$ cat src/sasr_pkg.sv
package sasr_pkg;
	localparam int RES_W = 12;
	localparam int CLK_NS = 4;
	localparam int T_CONVERT_STROBE_N_NS = 14000;
	localparam int T_RISE0_NS = 1400;
	localparam int T_PER_NS = 1100;
	localparam int T_HIGH_NS = 350;
	localparam int T_TAIL_NS = 800;
	localparam int T_BUSY_MAX_NS = 20000;
	localparam int T_CYCLE_MAX_NS = 25000;
	localparam int T_ACQ_MAX_NS = 5000;
	localparam logic [12:0] RISE0_C = 13'(T_RISE0_NS / CLK_NS);
	localparam logic [8:0] PER_C = 9'(T_PER_NS / CLK_NS);
	localparam logic [8:0] HIGH_C = 9'((T_HIGH_NS + CLK_NS - 1) / CLK_NS);
	localparam logic [12:0] TAIL_C = 13'(T_TAIL_NS / CLK_NS);
	localparam logic [8:0] DEC_C = 9'(T_CONVERT_STROBE_N_NS / (CLK_NS * RES_W));
	localparam logic [12:0] BUSY_C = RISE0_C + 13'(RES_W - 1) * 13'(PER_C) + 13'(HIGH_C) + TAIL_C;
	localparam logic [12:0] BUSY_MAX_C = 13'(T_BUSY_MAX_NS / CLK_NS);
	localparam logic [11:0] SAR_FIRST_TRIAL = 12'h800;
	localparam logic [3:0] SAR_MSB_IDX = 4'hb;
	localparam logic [3:0] SAR_DONE_IDX = 4'hf;
	localparam logic [3:0] BIT_COUNT = 4'hc;
	localparam logic RST_BUSY_N = 1'b1;
	localparam int SYNC_W = 5;
	localparam int FIFO_DEPTH = 4;
	typedef enum logic [2:0] {
		SASR_IDLE = 3'b001,
		SASR_CONVERT_STROBE_N = 3'b010,
		SASR_COPY = 3'b100
	} sasr_mode_type;
endpackage : sasr_pkg

$ cat src/sasr_top.sv
// Summary of operation
// Internal mode: convert edge starts conversion and readout.
// Busy low from start until conversion completes.
// Internal mode: prior result shifts out during conversion.
// Twelve bits, two's complement, MSB first.
// Internal data stable on both clock edges.
// Internal mode: busy stays low across whole serial transfer.
// Result copied to shifter just before busy rises.
// External mode: shifter advances only on host clock.
// Host should clock externally after conversion finishes.
// Convert edges ignored while conversion active.
// Conversion start ignores device select.
// Host starts conversions at most every 25 us.
// Host keeps convert static after 8 us.
// Host keeps convert high 2 us before start.
// Host holds convert low at least 40 ns.
// Host may use short 100 ns convert pulse.
// Conversion plus acquisition within 25 us.
// First internal clock rise 1.4 us, period 1.1 us.
// Busy rises 800 ns after last clock fall.
// Host waits 120 ns before external clocking.
// Host keeps clock low 2 us before busy.
// Codes 7FF down to 800, midscale 000.
// Select high takes host clock, low drives clock.
// Outputs enabled only while device select low.
// Clock high at copy keeps old contents.
// Thirteenth external rise onward drives data low.
// Twelve timed successive-approximation decisions form result.
`timescale 1ns/1ps
module sasr_fifo #(
	parameter int W = 12,
	parameter int D = 4
) (
	input wire logic SYS_CLK_I,
	input wire logic RST_B_I,
	input wire logic in_valid_i,
	output logic in_ready_o,
	input wire logic [W-1:0] in_data_i,
	output logic out_valid_o,
	input wire logic out_ready_i,
	output logic [W-1:0] out_data_o
);
	localparam int AW = (D > 1) ? $clog2(D) : 1;
	typedef struct packed {
		logic [D-1:0][W-1:0] mem;
		logic [AW-1:0] wp;
		logic [AW-1:0] rp;
		logic [AW:0] cnt;
	} sasr_fifo_type;
	sasr_fifo_type q_ff;
	sasr_fifo_type nxt_q;
	logic push;
	logic pop;

	assign in_ready_o = (q_ff.cnt != (AW + 1)'(D));
	assign out_valid_o = (q_ff.cnt != '0);
	assign out_data_o = q_ff.mem[q_ff.rp];
	assign push = in_valid_i & in_ready_o;
	assign pop = out_valid_o & out_ready_i;

	always_comb begin
		nxt_q = q_ff;
		if (push) begin
			nxt_q.mem[q_ff.wp] = in_data_i;
			nxt_q.wp = (q_ff.wp == AW'(D - 1)) ? '0 : q_ff.wp + 1'b1;
		end
		if (pop) begin
			nxt_q.rp = (q_ff.rp == AW'(D - 1)) ? '0 : q_ff.rp + 1'b1;
		end
		nxt_q.cnt = q_ff.cnt + (AW + 1)'(push) - (AW + 1)'(pop);
	end

	always_ff @(posedge SYS_CLK_I or negedge RST_B_I) begin
		if (!RST_B_I) begin
			q_ff <= '0;
		end else begin
			q_ff <= nxt_q;
		end
	end
endmodule : sasr_fifo

module sasr_top (
	input wire logic SYS_CLK_I,
	input wire logic RST_B_I,
	input wire logic CONVERT_STROBE_N_I,
	input wire logic DEVICE_SELECT_N_I,
	input wire logic CLOCK_SOURCE_SELECT_I,
	input wire logic SERIAL_BIT_CLOCK_I,
	input wire logic COMPARE_I,
	output logic SERIAL_BIT_CLOCK_O,
	output logic SERIAL_BIT_CLOCK_OE_O,
	output logic DATA_O,
	output logic DATA_OE_O,
	output logic BUSY_N_O,
	output logic BUSY_OE_O,
	output logic SAMPLE_HOLD_O,
	output logic [11:0] TRIAL_CODE_O
);
	localparam int TAIL_LO = 200;
	localparam int TAIL_HI = 202;
	typedef struct packed {
		logic [sasr_pkg::SYNC_W-1:0] s1;
		logic [sasr_pkg::SYNC_W-1:0] s2;
		logic [sasr_pkg::SYNC_W-1:0] s3;
		sasr_pkg::sasr_mode_type st;
		logic [12:0] cyc;
		logic [11:0] trial;
		logic [3:0] bitp;
		logic [8:0] dec;
		logic push;
		logic [11:0] sr;
		logic [8:0] ph;
		logic [3:0] nbit;
		logic iclk;
		logic dout;
		logic busy_n;
		logic hold;
		logic data_oe;
		logic clk_oe;
		logic busy_oe;
	} sasr_state_type;
	sasr_state_type q_ff;
	sasr_state_type nxt_q;
	logic convert_strobe_n_fall;
	logic cs_n;
	logic ext;
	logic ext_rise;
	logic load_ok;
	logic fifo_in_ready;
	logic fifo_out_valid;
	logic fifo_out_ready;
	logic [11:0] fifo_out_data;
	logic [11:0] result;

	assign convert_strobe_n_fall = q_ff.s3[0] & ~q_ff.s2[0];
	assign cs_n = q_ff.s2[1];
	assign ext = q_ff.s2[2];
	// host clock gated
	assign ext_rise = ext & ~cs_n & q_ff.s2[3] & ~q_ff.s3[3];
	// load condition
	assign load_ok = ~ext | ~q_ff.s2[3] | cs_n;
	// flip MSB
	assign result = {~q_ff.trial[11], q_ff.trial[10:0]};
	assign fifo_out_ready = (q_ff.st == sasr_pkg::SASR_COPY);

	sasr_fifo #(
		.W(sasr_pkg::RES_W),
		.D(sasr_pkg::FIFO_DEPTH)
	) u_fifo (
		.SYS_CLK_I(SYS_CLK_I),
		.RST_B_I(RST_B_I),
		.in_valid_i(q_ff.push),
		.in_ready_o(fifo_in_ready),
		.in_data_i(result),
		.out_valid_o(fifo_out_valid),
		.out_ready_i(fifo_out_ready),
		.out_data_o(fifo_out_data)
	);

	always_comb begin
		nxt_q = q_ff;
		nxt_q.s1 = {COMPARE_I, SERIAL_BIT_CLOCK_I, CLOCK_SOURCE_SELECT_I, DEVICE_SELECT_N_I, CONVERT_STROBE_N_I};
		nxt_q.s2 = q_ff.s1;
		nxt_q.s3 = q_ff.s2;
		if (q_ff.push && fifo_in_ready) begin
			nxt_q.push = 1'b0;
		end
		// zero fill after twelve
		if (ext_rise) begin
			nxt_q.dout = q_ff.sr[11];
			nxt_q.sr = {q_ff.sr[10:0], 1'b0};
		end
		case (q_ff.st)
			sasr_pkg::SASR_IDLE: begin
				// start and readout
				// start only when idle
				// select not consulted
				if (convert_strobe_n_fall) begin
					nxt_q.st = sasr_pkg::SASR_CONVERT_STROBE_N;
					nxt_q.cyc = '0;
					// busy falls
					nxt_q.busy_n = 1'b0;
					nxt_q.hold = 1'b1;
					nxt_q.trial = sasr_pkg::SAR_FIRST_TRIAL;
					nxt_q.bitp = sasr_pkg::SAR_MSB_IDX;
					nxt_q.dec = '0;
					nxt_q.ph = '0;
					nxt_q.nbit = '0;
				end
			end
			sasr_pkg::SASR_CONVERT_STROBE_N: begin
				nxt_q.cyc = q_ff.cyc + 13'h1;
				// timed SAR decisions
				if (q_ff.bitp != sasr_pkg::SAR_DONE_IDX) begin
					if (q_ff.dec == sasr_pkg::DEC_C - 9'h1) begin
						nxt_q.dec = '0;
						nxt_q.trial[q_ff.bitp] = q_ff.s2[4];
						if (q_ff.bitp != 4'h0) begin
							nxt_q.trial[q_ff.bitp - 4'h1] = 1'b1;
						end else begin
							nxt_q.push = 1'b1;
							nxt_q.hold = 1'b0;
						end
						nxt_q.bitp = q_ff.bitp - 4'h1;
					end else begin
						nxt_q.dec = q_ff.dec + 9'h1;
					end
				end
				// internal clock timing
				// shift on falling edge
				if (!ext && q_ff.cyc >= sasr_pkg::RISE0_C && q_ff.nbit < sasr_pkg::BIT_COUNT) begin
					nxt_q.ph = (q_ff.ph == sasr_pkg::PER_C - 9'h1) ? 9'h0 : q_ff.ph + 9'h1;
					if (q_ff.ph == 9'h0) begin
						nxt_q.iclk = 1'b1;
					end
					if (q_ff.ph == sasr_pkg::HIGH_C) begin
						nxt_q.iclk = 1'b0;
						nxt_q.sr = {q_ff.sr[10:0], 1'b0};
						nxt_q.nbit = q_ff.nbit + 4'h1;
					end
				end
				// bounded conversion cycle
				// busy after tail
				// busy spans transfer
				if (q_ff.cyc == sasr_pkg::BUSY_C - 13'h1) begin
					nxt_q.st = sasr_pkg::SASR_COPY;
				end
			end
			sasr_pkg::SASR_COPY: begin
				nxt_q.cyc = q_ff.cyc + 13'h1;
				// copy and busy rise in same cycle
				if (fifo_out_valid) begin
					if (load_ok) begin
						nxt_q.sr = fifo_out_data;
					end
					nxt_q.busy_n = 1'b1;
					nxt_q.st = sasr_pkg::SASR_IDLE;
				end
			end
			default: begin
				nxt_q.st = sasr_pkg::SASR_IDLE;
			end
		endcase
		// MSB first output
		if (!ext) begin
			// data moves after fall
			nxt_q.dout = (q_ff.st == sasr_pkg::SASR_CONVERT_STROBE_N && q_ff.nbit < sasr_pkg::BIT_COUNT) ? q_ff.sr[11] : 1'b0;
			nxt_q.ph = (nxt_q.st == sasr_pkg::SASR_CONVERT_STROBE_N) ? nxt_q.ph : 9'h0;
		end else begin
			nxt_q.iclk = 1'b0;
		end
		// select gates outputs
		// clock driven in internal mode
		nxt_q.data_oe = ~cs_n;
		nxt_q.busy_oe = ~cs_n;
		nxt_q.clk_oe = ~cs_n & ~ext;
	end

	always_ff @(posedge SYS_CLK_I or negedge RST_B_I) begin
		if (!RST_B_I) begin
			q_ff <= '0;
			q_ff.st <= sasr_pkg::SASR_IDLE;
			q_ff.busy_n <= sasr_pkg::RST_BUSY_N;
		end else begin
			q_ff <= nxt_q;
		end
	end

	assign SERIAL_BIT_CLOCK_O = q_ff.iclk;
	assign SERIAL_BIT_CLOCK_OE_O = q_ff.clk_oe;
	assign DATA_O = q_ff.dout;
	assign DATA_OE_O = q_ff.data_oe;
	assign BUSY_N_O = q_ff.busy_n;
	assign BUSY_OE_O = q_ff.busy_oe;
	assign SAMPLE_HOLD_O = q_ff.hold;
	assign TRIAL_CODE_O = q_ff.trial;
endmodule : sasr_top

$ cat config.mk
export PLATFORM = sky130hd
export DESIGN_NAME = sasr_top
export DESIGN_NICKNAME = d
export VERILOG_FILES = /design/src/sasr_pkg.sv /design/src/sasr_top.sv
export SDC_FILE = /design/constraint.sdc
export NUM_CORES = 1
export LEC_CHECK = 0
export BUFFER_PORTS_ARGS = -buffer_cell sky130_fd_sc_hd__buf_2
export CAP_MARGIN = 20
export CORE_MARGIN = 5
export CORE_UTILIZATION = 50
export CTS_CLUSTER_DIAMETER = 60
export DETAILED_ROUTE_END_ITERATION = 12
export GPL_ROUTABILITY_DRIVEN = 0
export PLACE_DENSITY = 0.77
export SKIP_LAST_GASP = 1
export SYNTH_ARGS = -nofsm -noshare
export SYNTH_HDL_FRONTEND = slang
export SYNTH_HIERARCHICAL = 1
export SYNTH_SLANG_ARGS = --single-unit
$ cat constraint.sdc
create_clock -name SYS_CLK_I -period 2.2 [get_ports SYS_CLK_I]
set_clock_uncertainty 0.15 [all_clocks]
set_input_delay 0.11 -clock SYS_CLK_I [delete_from_list [all_inputs] [get_ports SYS_CLK_I]]
set_output_delay 0.11 -clock SYS_CLK_I [all_outputs]
set_load 0.005 [all_outputs]
[Word level (Yosys, flattened, before mapping)]
Index checks and enable logic that the tools add are counted.
W data, S select, Z words.
Storage, ports and cells
  register bits after elaboration: 142
  logic and storage cells: 155
Operators by class
  add/sub/neg operators: 9
  reductions and logical operators: 25
  eq/ne operators: 20
  $lt $le $gt $ge: 9
  muxes and demuxes: 51
  bitwise operators: 16
Operator list (count)
  $mux W12: 7
  $mux W26: 2
  $pmux W13 S2: 2
  $pmux W25 S2: 1
  $bwmux W48: 1
  $mux W41: 1
  $mux W9: 4
  $bmux W12 S2: 1
  $demux W12 S2: 1
  $pmux W12 S2: 1
  $add A9 B1 Y9 const B: 2
  $eq A9 B9 Y1 const B: 2
  $mux W1: 16
  $mux W16: 1
  $add A13 B1 Y13 const B: 1
  $eq A13 B12 Y1 const B: 1
  $ge A13 B9 Y1 const B: 1
  $mux W13: 1
  $bwmux W12: 1
  $ne A2 B2 Y1 const B: 6
  $or A12 B12 Y12: 1
  $lt A4 B5 Y1 const B: 2
  $reduce_bool A2 Y1: 5
  $eq A9 B7 Y1 const B: 1
  other kinds (35): 68

[Longest topological paths before layout]
Gate-level depths: netlist (run 1).
  word-level depth: 10
  depth in mapped cells: 9
  depth with buffers taken out: 9

[Modules after synthesis]
Netlist (run 1), hierarchy kept.
By module, submodules not included
  sasr_top: instances 1, cells each 458, area an instance 4440.5 sq um
  sasr_fifo: instances 1, cells each 336, area an instance 3791.1 sq um

[Worst setup path after synthesis (run 1)]
Ideal clock, no wire load.
  path kind: reg-to-reg
  start point: register u_fifo/q_ff[0] in the netlist's numbering
  end point: register u_fifo/q_ff[2] in the netlist's numbering
  library setup time: 0.133 ns
  path slack: -0.114 ns
  cell stages (with the launch flop): 10
  period minus slack after synthesis: 2.314 ns
  required time: 1.917 ns
  arrival time: 2.032 ns
  cells stage by stage: dfrtp_1 > buf_2 > o31ai_1 > inv_1 > ha_1 > inv_1 > ha_1 > fa_1 > xor2_1 > xnor2_1
RTL lines
  start, declared: RTL line sasr_top.sv:50  | sasr_fifo_type q_ff;
  start signal, assigned: RTL line sasr_top.sv:77  | q_ff <= nxt_q;

==> results.md, run 1 <==
* Clock sink total at 140
* Critical Path AT at 2.35 ns
* Mapped Cells at 794
* Post-route cell area at 0.00976 mm2
* Critical Path RT at 2.35 ns
* Fillers at 1,385
* R2r startpoint: q_ff[71]
* Worst setup startpoint: q_ff[71]
* Synth top area share at 42.0%
* CORE AREA at 0.0163 mm2
* Die W at 138 um
* DRC at 0
* Dpl cell area at 0.00895 mm2
* Unrepaired setup endpoints after global routing: yes
* Post-synth EDFFs at 0
* Clock buffer depth at 2
* Final worst slack at -0.00182 ns
* Fmax at 454 MHz
* GRT Resource Usage Total at 21.2%
* Critical R2R Capture: TRIAL_CODE_O[3]
* Final setup viols at 1
* R2r worst-path depth at 6
* Sequential share of the synthesized area at 42.6%
* Max Cap Viol at 0
* Status: complete, but fails checks
* Worst slack, placed at -0.222 ns
* CP cell instances: or3b_4 -> or2_4 -> a21o_1 -> buf_6 -> o21ai_2 -> o31ai_1
* Die area at 0.0191 mm2
* Setup TNS at -0.00182 ns
* Clk slew on worst S/H paths at 0.06 ns
* Post-route antenna net violation count at 0
* Crit-path max cell delay at 0.59 ns
* Rows at 47
* Largest net degree at the start of global routing at 102
* Vias in the first global route at 6,521
* Setup CP Type: reg2reg
* Total of warnings raised by yosys at 6
* Crit path max-delay family: simple AND/OR/NAND/NOR gates
* 1st-iter DRT viols at 725
* Ys async rst share at 100%
* Drt first pass iters at 6
* Worst path bufs/invs at 1
* Root Driver: clkbuf_16
* VDD IR max at 0.534 mV
* Failing checks: negative setup slack
* Remaining global-route overflow at 0
* Min-delay worst type: in2async
* Final Hold Viols at 0
* Critical Path Sink Type: register
* WL/cell at 18.8 um
* Commonest cells post-synth: dfrtp_1 (138), nand3_1 (62), nand4bb_1 (50), o211ai_1 (49), a21bo_2 (48)
* Static leakage at 4.15 nW
* Synth-to-Final Area Change at 18.5%
* Synthesized flop and latch total at 140
* CTS HTree Levels at 4
* Final HPWL DP at 13.0 mm
* Final critical-path share of the clock period at 100%
* I/O Buffers at 25
* CTS buffer count at 17
* Non-Filler Instances at 1,086
* Startpoint types: register
* Critical path depth at 6
* Vias per cell at 6.20
* Ratio of cells with drive above 1 in the final layout at 29.1%
* Worst-margin pin slew at 0.703 ns
* Cell taking the most area after synthesis: dfrtp_1
* Worst-skew pair later-pin latency at 0.43 ns
* NumNets Final at 878
* Slew headroom at 52.5%
* Cell Count Post-Placement at 1,045
* CTS tree: done
* DIE HEIGHT at 138 um
* Max-slew violations at 0
* Final WL at 20.4 mm
* Clock period minus worst slack at 2.20 ns
* Post-synth top flop: dfrtp_1
* Synth cell types at 71
* Avg Inst Size Synth at 10.4 um2
* Worst reg2reg setup slack at -0.002 ns
* Initial antenna violation count at 0
* Final core occ at 59.7%
* Synth Cell Area at 0.00823 mm2
* Top post-synthesis cells by area: dfrtp_1 (42%), nand4bb_1 (6.8%), a21bo_2 (5.8%)
* First-pass GRT wire length at 34.1 mm
* # IOs at 26
* Routed vias at 6,728
* Most numerous cell in the Yosys netlist: dfrtp_1
* # diodes at 0
* Starting Density at 50.4%
* Critical Path Fanout Max at 7
* Pwr Density at 610 mW/mm2
* Slowest CP cell: dfstp_2
* Post-Syn Nets at 817
==> how the worst max path moves through the flow <==
| stage | slack (ns) | to |
|---|---|---|
| after floorplan | -0.01 | u_fifo/q_ff[2] |
| after global placement | -0.20 | q_ff[25] |
| after detailed placement | -0.22 | q_ff[27] |
| after CTS | -0.03 | u_fifo/q_ff[2] |
| after global routing | -0.08 | TRIAL_CODE_O[11] |
| final | -0.002 | TRIAL_CODE_O[3] |
==> cell families (layout without fill, tap and decap cells) <==
kind of cell | count (synthesis) | in the layout | synth area share [%]
multiplexers | 18 | 18 | 4.07
flip-flops | 140 | 140 | 42.6
buffers and inverters | 99 | 171 | 5.97
adder cells (fa/ha/maj) | 16 | 16 | 2.52
AO/OA/AOI/OAI | 223 | 223 | 20.9
AND/OR/NAND/NOR | 280 | 280 | 22.0
XOR/XNOR | 18 | 18 | 1.92
==> what timing repair did <==
action / 4_1_cts / 5_1_grt
setup buffers: 2 / 2
gates cloned: 0 / 1
pin swaps: 0 / 11
hold buffers: 6 / 0
resized for setup: 3 / 37
hold endpoints to repair: 144 / 0
endpoints found under the setup margin: 18 / 35
==> state kept, by name (all words and copies together) (netlist names) <==
register and count:
q_ff 57, u_fifo/q_ff 55, TRIAL_CODE_O 12, nxt_q 8
BUSY_N_O 1, BUSY_OE_O 1, DATA_O 1, SAMPLE_HOLD_O 1
SERIAL_BIT_CLOCK_O 1, SERIAL_BIT_CLOCK_OE_O 1, cs_n 1, ext 1
==> stage by stage <==
stage | hold slack (ns) | total power, mW
6_report | 0.0381 | 5.95
5_1_grt | 0.100 | 6.15
4_1_cts | 0.0446 | 5.95
3_5_place_dp | -0.0794 | 3.12
3_3_place_gp | -0.0810 | 3.11
2_1_floorplan | -0.336 | 2.91
==> routing by layer <==
layer  global-route usage (%)  vias up  routed length [um]
met4                     6.92        0                 486
met1                     30.0     3384                8960
li1                         -     3108                   -
met2                     33.3      203                9950
met5                        0        -                   0
met3                     3.94       33                1030
==> power breakdown <==
group	internal (mW)	switching [mW]
Combinational	0.184	0.264
Sequential	2.62	0.0530
Clock	1.77	1.05
==> layout make-up <==
cell class / instances / area, um2 / share of cell area (%)
Sequential cell: 140 / 3510 / 36.0
Timing Repair Buffer: 122 / 945 / 9.68
Inverter: 19 / 71.3 / 0.731
Tap cell: 220 / 275 / 2.82
Clock buffer: 24 / 492 / 5.04
Clock inverter: 6 / 86.3 / 0.885
Multi-Input combinational cell: 555 / 4380 / 44.9
==> placed cells by master (no fill, tap or decap), drive strengths merged, types with 5 or more instances in the layout <==
| cell type | netlist | routed |
|---|---|---|
| a21o | 8 | 8 |
| a21bo | 48 | 48 |
| xor2 | 8 | 8 |
| a31oi | 9 | 9 |
| nand3 | 62 | 62 |
| nor2 | 42 | 42 |
| clkbuf | 47 | 24 |
| nor3 | 12 | 12 |
| or3 | 5 | 5 |
| a221o | 11 | 11 |
| dfrtp | 138 | 138 |
| and3 | 13 | 13 |
| nand4bb | 50 | 50 |
| nand2 | 28 | 28 |
| xnor2 | 10 | 10 |
| nand2b | 8 | 8 |
| inv | 19 | 19 |
| o211ai | 53 | 53 |
| o21ai | 38 | 38 |
| ha | 15 | 15 |
| a311oi | 5 | 5 |
| a21oi | 22 | 22 |
| dlygate4sd3 | 0 | 6 |
| mux4 | 12 | 12 |
| and2 | 13 | 13 |
| nand4 | 12 | 12 |
| buf | 33 | 116 |
Note: power is estimated with default switching activity, not from simulation.
==> run 2: changes to the inputs <==
BUFFER_PORTS_ARGS = -buffer_cell sky130_fd_sc_hd__clkbuf_2   (was -buffer_cell sky130_fd_sc_hd__buf_2)
==> results.md, run 2 (synthesis gave the netlist of run 1 again) <==
* Status: complete, but fails checks
* Failing checks: negative setup slack
* WHS at 0.0629 ns
* Startpoint types: register
* Fillers at 1,330
* GRT Resource Usage Total at 21.8%
* Final setup viols at 1
* Critical Path RT at 2.34 ns
* Clock period minus worst slack at 2.24 ns
* Comb pwr share at 7.5%
* Slew headroom at 53.6%
* WL/cell at 19.2 um
* Critical Path Sink Type: register
* Largest register FFs at 57
* Crit path max-delay family: adder cells
* Fmax at 446 MHz
* Vias in the first global route at 6,616
* Clk slew on worst S/H paths at 0.06 ns
* Ratio of cells with drive above 1 in the final layout at 29.5%
* CORE AREA at 0.0163 mm2
* Root Driver: clkbuf_16
* Slowest CP cell: dfrtp_2
* Die area at 0.0191 mm2
* Critical Path AT at 2.38 ns
* Final WL at 20.9 mm
* Post-route antenna net violation count at 0
* Final critical-path share of the clock period at 102%
* CP cell instances: buf_4 -> nor3b_4 -> nand2b_4 -> ha_4 -> inv_1 -> ha_2 -> fa_2 -> xor2_2 -> xnor2_1
* Worst-margin pin slew at 0.696 ns
* I/O Buffers at 25
* DRC at 0
* Rows at 47
* Largest net degree at the start of global routing at 102
* Critical Path Fanout Max at 5
* Worst-skew pair later-pin latency at 0.42 ns
* Vias per cell at 6.26
* VDD IR max at 0.475 mV
* Reg power frac at 45.9%
* Routed vias at 6,831
* NumNets Final at 881
* DIE HEIGHT at 138 um
* Psw at 1.36 mW
* Most frequent cells in the layout: dfrtp_1 (136), buf_4 (85), nand3_1 (62), nand4bb_1 (50), o211ai_1 (49)
* Switching Share at 23.4%
* CTS buffer count at 17
* # IOs at 26
* Starting Density at 50.4%
* Clock share of power at 46.6%
* Static leakage at 4.15 nW
* Final HPWL DP at 12.8 mm
* Overall power at 5.83 mW
* Max-slew violations at 0
* Crit-path max cell delay at 0.44 ns
* Unrepaired setup endpoints after global routing: yes
* Largest register by flop count: q_ff
* Worst path bufs/invs at 2
* Remaining global-route overflow at 0
* Die W at 138 um
* Synth-to-Final Area Change at 18.6%
* Clock buffer depth at 2
* Pint at 4.47 mW
* Min-delay worst type: in2async
* Final worst slack at -0.0417 ns
* Pwr Density at 597 mW/mm2
* CTS tree: done
* Setup CP Type: reg2reg
* Final Hold Viols at 0
* Commonest non-fill, non-tap cell in the layout: dfrtp_1
* Max Cap Viol at 0
* Initial antenna violation count at 0
* 1st-iter DRT viols at 824
* Drt first pass iters at 5
* CTS HTree Levels at 4
* First-pass GRT wire length at 35.0 mm
* Clock sink total at 140
* # diodes at 0
run 2: changes by cell type in the layout (fill, tap and decap cells not counted), moves of 2 or more:
cell and delta:
o21ai_2 -4, nor4_2 +2, buf_2 -25, o21ai_0 +5
buf_4 +5, nor4_1 -2, clkbuf_2 +24, clkinv_2 +3
run 2: metal layers:
layer	track usage, %	part of all wire [%]	routed length, um	up-vias
li1	-	-	-	3117
met1	30.2	43	9030	3429
met2	34.3	50	10400	253
met3	4.11	5.3	1110	32
met4	8.16	1.8	380	0
met5	0	0	0	-
run 2: through the flow:
step	TNS (ns)	area [um2]	setup slack, ns	util [%]	cells
after floorplan	-0.00979	8280	-0.00979	-	794
after global placement	-2.12	8930	-0.195	54.7	1043
after detailed placement	-2.58	8930	-0.227	54.7	1043
after CTS	0	9610	0.00117	58.8	1086
after global routing	-0.277	9760	-0.0888	59.7	1091
final	-0.0417	9760	-0.0417	59.7	1091
run 2: worst paths after layout:
check | start | endpoint | slack, ns | cells past startpoint
min in group SYS_CLK_I | CONVERT_STROBE_N_I | nxt_q[79] | 0.19 | 2
max reg2reg | u_fifo/q_ff[1] | u_fifo/q_ff[2] | -0.04 | 9
max | u_fifo/q_ff[1] | u_fifo/q_ff[2] | -0.04 | 9
max in group asynchronous | RST_B_I | u_fifo/q_ff[12] | 1.17 | 3
min | RST_B_I | q_ff[38] | 0.06 | 2
min reg2reg | nxt_q[82] | nxt_q[77] | 0.20 | 0
run 2: power by group through the flow:
stage                     Clock, mW  Combinational (mW)  Sequential, mW
after floorplan                   0               0.199            2.71
after global placement            0               0.383            2.72
after detailed placement          0               0.389            2.72
after CTS                      2.76               0.407            2.67
after global routing           2.88               0.482            2.68
final                          2.72               0.435            2.68
run 2: worst reg2reg max path, cell delays in order (launching register included):
cell      delay (ns)
dfrtp_2         0.44
buf_4           0.16
nor3b_4         0.21
nand2b_4        0.18
ha_4            0.14
inv_1           0.04
ha_2            0.16
fa_2            0.35
xor2_2          0.16
xnor2_1         0.12
run 2: layout make-up:
cell class              instances  area (um2)  area share, %
flip-flops and latches        140        3510           35.9
inverters                      19        71.3          0.731
clock inverters                 7        62.6          0.641
multi-input cells             555        4380           44.9
repair buffers                125         966           9.90
well taps                     220         275           2.82
clock buffers                  25         495           5.08
run 2: what timing repair did:
action                                 in CTS  in global routing
endpoints found under the hold margin     144                  0
setup buffers                               5                  5
setup endpoints to repair                  15                 37
gates cloned                                0                  0
hold buffers                                6                  0
gates resized for setup                     5                 27
pin swaps                                   4                  9
==> run 3: changes to the inputs <==
ABC_AREA = 1   (was unset)
==> results.md, run 3 <==
* # diodes at 0
* Synthesized flop and latch total at 140
* Remaining global-route overflow at 0
* Cell taking the most area after synthesis: dfrtp_1
* Critical Path AT at 2.26 ns
* First-pass GRT wire length at 31.6 mm
* Clock buffer depth at 2
* Synth Cell Area at 0.00799 mm2
* Synth top area share at 43.2%
* Post-synth EDFFs at 0
* Synth cell types at 46
* Worst slack, placed at 0.0648 ns
* Post-Syn Nets at 1,067
* Max Cap Viol at 0
* I/O Buffers at 25
* Pwr Density at 796 mW/mm2
* Initial antenna violation count at 0
* Min-delay worst type: in2async
* Setup CP Type: reg2reg
* DIE HEIGHT at 136 um
* Cell Count Post-Placement at 1,254
* Root Driver: clkbuf_16
* Die area at 0.0186 mm2
* Fillers at 1,414
* Post-synth top flop: dfrtp_1
* Drt first pass iters at 5
* Post-route antenna net violation count at 0
* Clk slew on worst S/H paths at 0.06 ns
* Vias in the first global route at 6,424
* Worst-skew pair later-pin latency at 0.43 ns
* Status: complete, no violations
* Final worst slack at 0.115 ns
* CTS tree: done
* Largest net degree at the start of global routing at 55
* Final setup viols at 0
* Most frequent cells in the layout: nand2_1 (308), dfrtp_1 (137), inv_1 (115), nor2_1 (72), o21ai_0 (54)
* DRC at 0
* Avg Inst Size Synth at 7.65 um2
* R2r worst-path depth at 9
* Final HPWL DP at 12.7 mm
* Max-slew violations at 0
* Clock period minus worst slack at 2.09 ns
* Unrepaired setup endpoints after global routing: yes
* Critical R2R Capture: u_fifo/q_ff[2]
* Sequential share of the synthesized area at 43.9%
* Setup TNS at 0 ns
* Die W at 136 um
* Routed vias at 6,890
* NumNets Final at 1,087
* WL/cell at 14.7 um
* Final WL at 19.0 mm
* Mapped Cells at 1,044
* 1st-iter DRT viols at 630
* WHS at 0.0562 ns
* Most numerous cell in the Yosys netlist: nand2_1
* Ratio of cells with drive above 1 in the final layout at 12.8%
* Vias per cell at 5.33
* Slew headroom at 49.1%
* Overall power at 7.07 mW
* Final Hold Viols at 0
* Commonest non-fill, non-tap cell in the layout: nand2_1
* Largest register FFs at 57
* Clock sink total at 140
* Critical Path RT at 2.37 ns
* Worst reg2reg setup slack at 0.11 ns
* Total of warnings raised by yosys at 6
* Static leakage at 4.49 nW
* Starting Density at 50.7%
* CORE AREA at 0.0158 mm2
* CTS HTree Levels at 4
* Largest register by flop count: q_ff
* Top post-synthesis cells by area: dfrtp_1 (43%), nand2_1 (15%), inv_1 (5.4%)
* # IOs at 26
* CTS buffer count at 17
* Commonest cells post-synth: nand2_1 (310), dfrtp_1 (138), inv_1 (115), nor2_1 (72), o21ai_0 (54)
* Non-Filler Instances at 1,293
* VDD IR max at 0.542 mV
* Synth-to-Final Area Change at 11.1%
* Final critical-path share of the clock period at 94.8%
* R2r startpoint: u_fifo/q_ff[0]
* Ys async rst share at 100%
* Rows at 46
* Worst-margin pin slew at 0.764 ns
* Critical Path Sink Type: register
* Fmax at 480 MHz
* GRT Resource Usage Total at 21.4%
* Startpoint types: register
* Critical Path Fanout Max at 4
run 3: cell count changes after synthesis, moves of 13 or more:
cell	change
nand4bb_1	-50
nand2_2	+24
and2_1	-13
o21ai_0	+18
clkbuf_1	-36
nand4_1	+41
a21oi_1	+17
o211ai_1	-36
inv_1	+96
nor2_1	+32
nand2_1	+282
and3_1	-13
a21bo_2	-48
o21ai_1	+28
run 3: routing by layer:
metal / vias up / track usage, % / wire length (um)
met5: - / 0 / 0
li1: 3408 / - / -
met2: 208 / 34.8 / 9160
met1: 3252 / 29.0 / 8680
met3: 22 / 4.26 / 898
met4: 0 / 6.77 / 311
run 3: layout make-up:
| cell class | count | area [um2] | share of cell area, % |
|---|---|---|---|
| clock buffers | 23 | 488 | 5.50 |
| clock inverters | 9 | 88.8 | 1.00 |
| inverters | 122 | 460 | 5.19 |
| multi-input cells | 727 | 3660 | 41.2 |
| flip-flops and latches | 140 | 3510 | 39.5 |
| well taps | 216 | 270 | 3.04 |
| repair buffers | 56 | 404 | 4.55 |
run 3: cell families after synthesis:
family	after synthesis	synth area share, %
simple gates	548	31.6
buf+inv	177	10.4
compound gates	153	10.4
flops	140	43.9
fa+ha+maj	16	2.60
xor+xnor	10	1.10
run 3: power by group:
| part | leakage [nW] | internal [mW] | total (mW) | switching (mW) |
|---|---|---|---|---|
| registers | 1.89 | 2.73 | 2.92 | 0.192 |
| logic | 2.32 | 0.413 | 1.37 | 0.957 |
| clock network | 0.275 | 1.67 | 2.78 | 1.11 |
| total | 4.49 | 4.81 | 7.07 | 2.26 |
run 3: worst max-delay path, cell delays in order (launching register included):
cell	delay, ns
dfrtp_1	0.41
nor2_4	0.19
nand2_2	0.08
nand2_2	0.09
inv_1	0.05
ha_1	0.26
inv_1	0.04
ha_1	0.19
fa_1	0.38
xnor2_1	0.13
run 3: how the worst max path moves through the flow:
| stage | depth (start not counted) | to | slack, ns | startpoint |
|---|---|---|---|---|
| after floorplan | 9 | u_fifo/q_ff[2] | 0.03 | q_ff[72] |
| after global placement | 9 | u_fifo/q_ff[2] | 0.12 | u_fifo/q_ff[1] |
| after detailed placement | 9 | u_fifo/q_ff[2] | 0.06 | u_fifo/q_ff[1] |
| after CTS | 9 | u_fifo/q_ff[2] | 0.06 | u_fifo/q_ff[1] |
| after global routing | 9 | u_fifo/q_ff[2] | -0.01 | u_fifo/q_ff[0] |
| final | 9 | u_fifo/q_ff[2] | 0.11 | u_fifo/q_ff[0] |
run 3: metrics by stage:
| stage | cell area, um2 | utilization (%) |
|---|---|---|
| after floorplan | 7990 | - |
| after global placement | 8230 | 52.2 |
| after detailed placement | 8230 | 52.2 |
| after CTS | 8860 | 56.2 |
| after global routing | 8880 | 56.3 |
| final | 8880 | 56.3 |
run 3: timing repair:
item | CTS | global route
hold buffers | 6 | 0
setup buffers | 0 | 1
setup endpoints to repair | 0 | 5
resized for setup | 0 | 3
hold endpoints to repair | 143 | 0
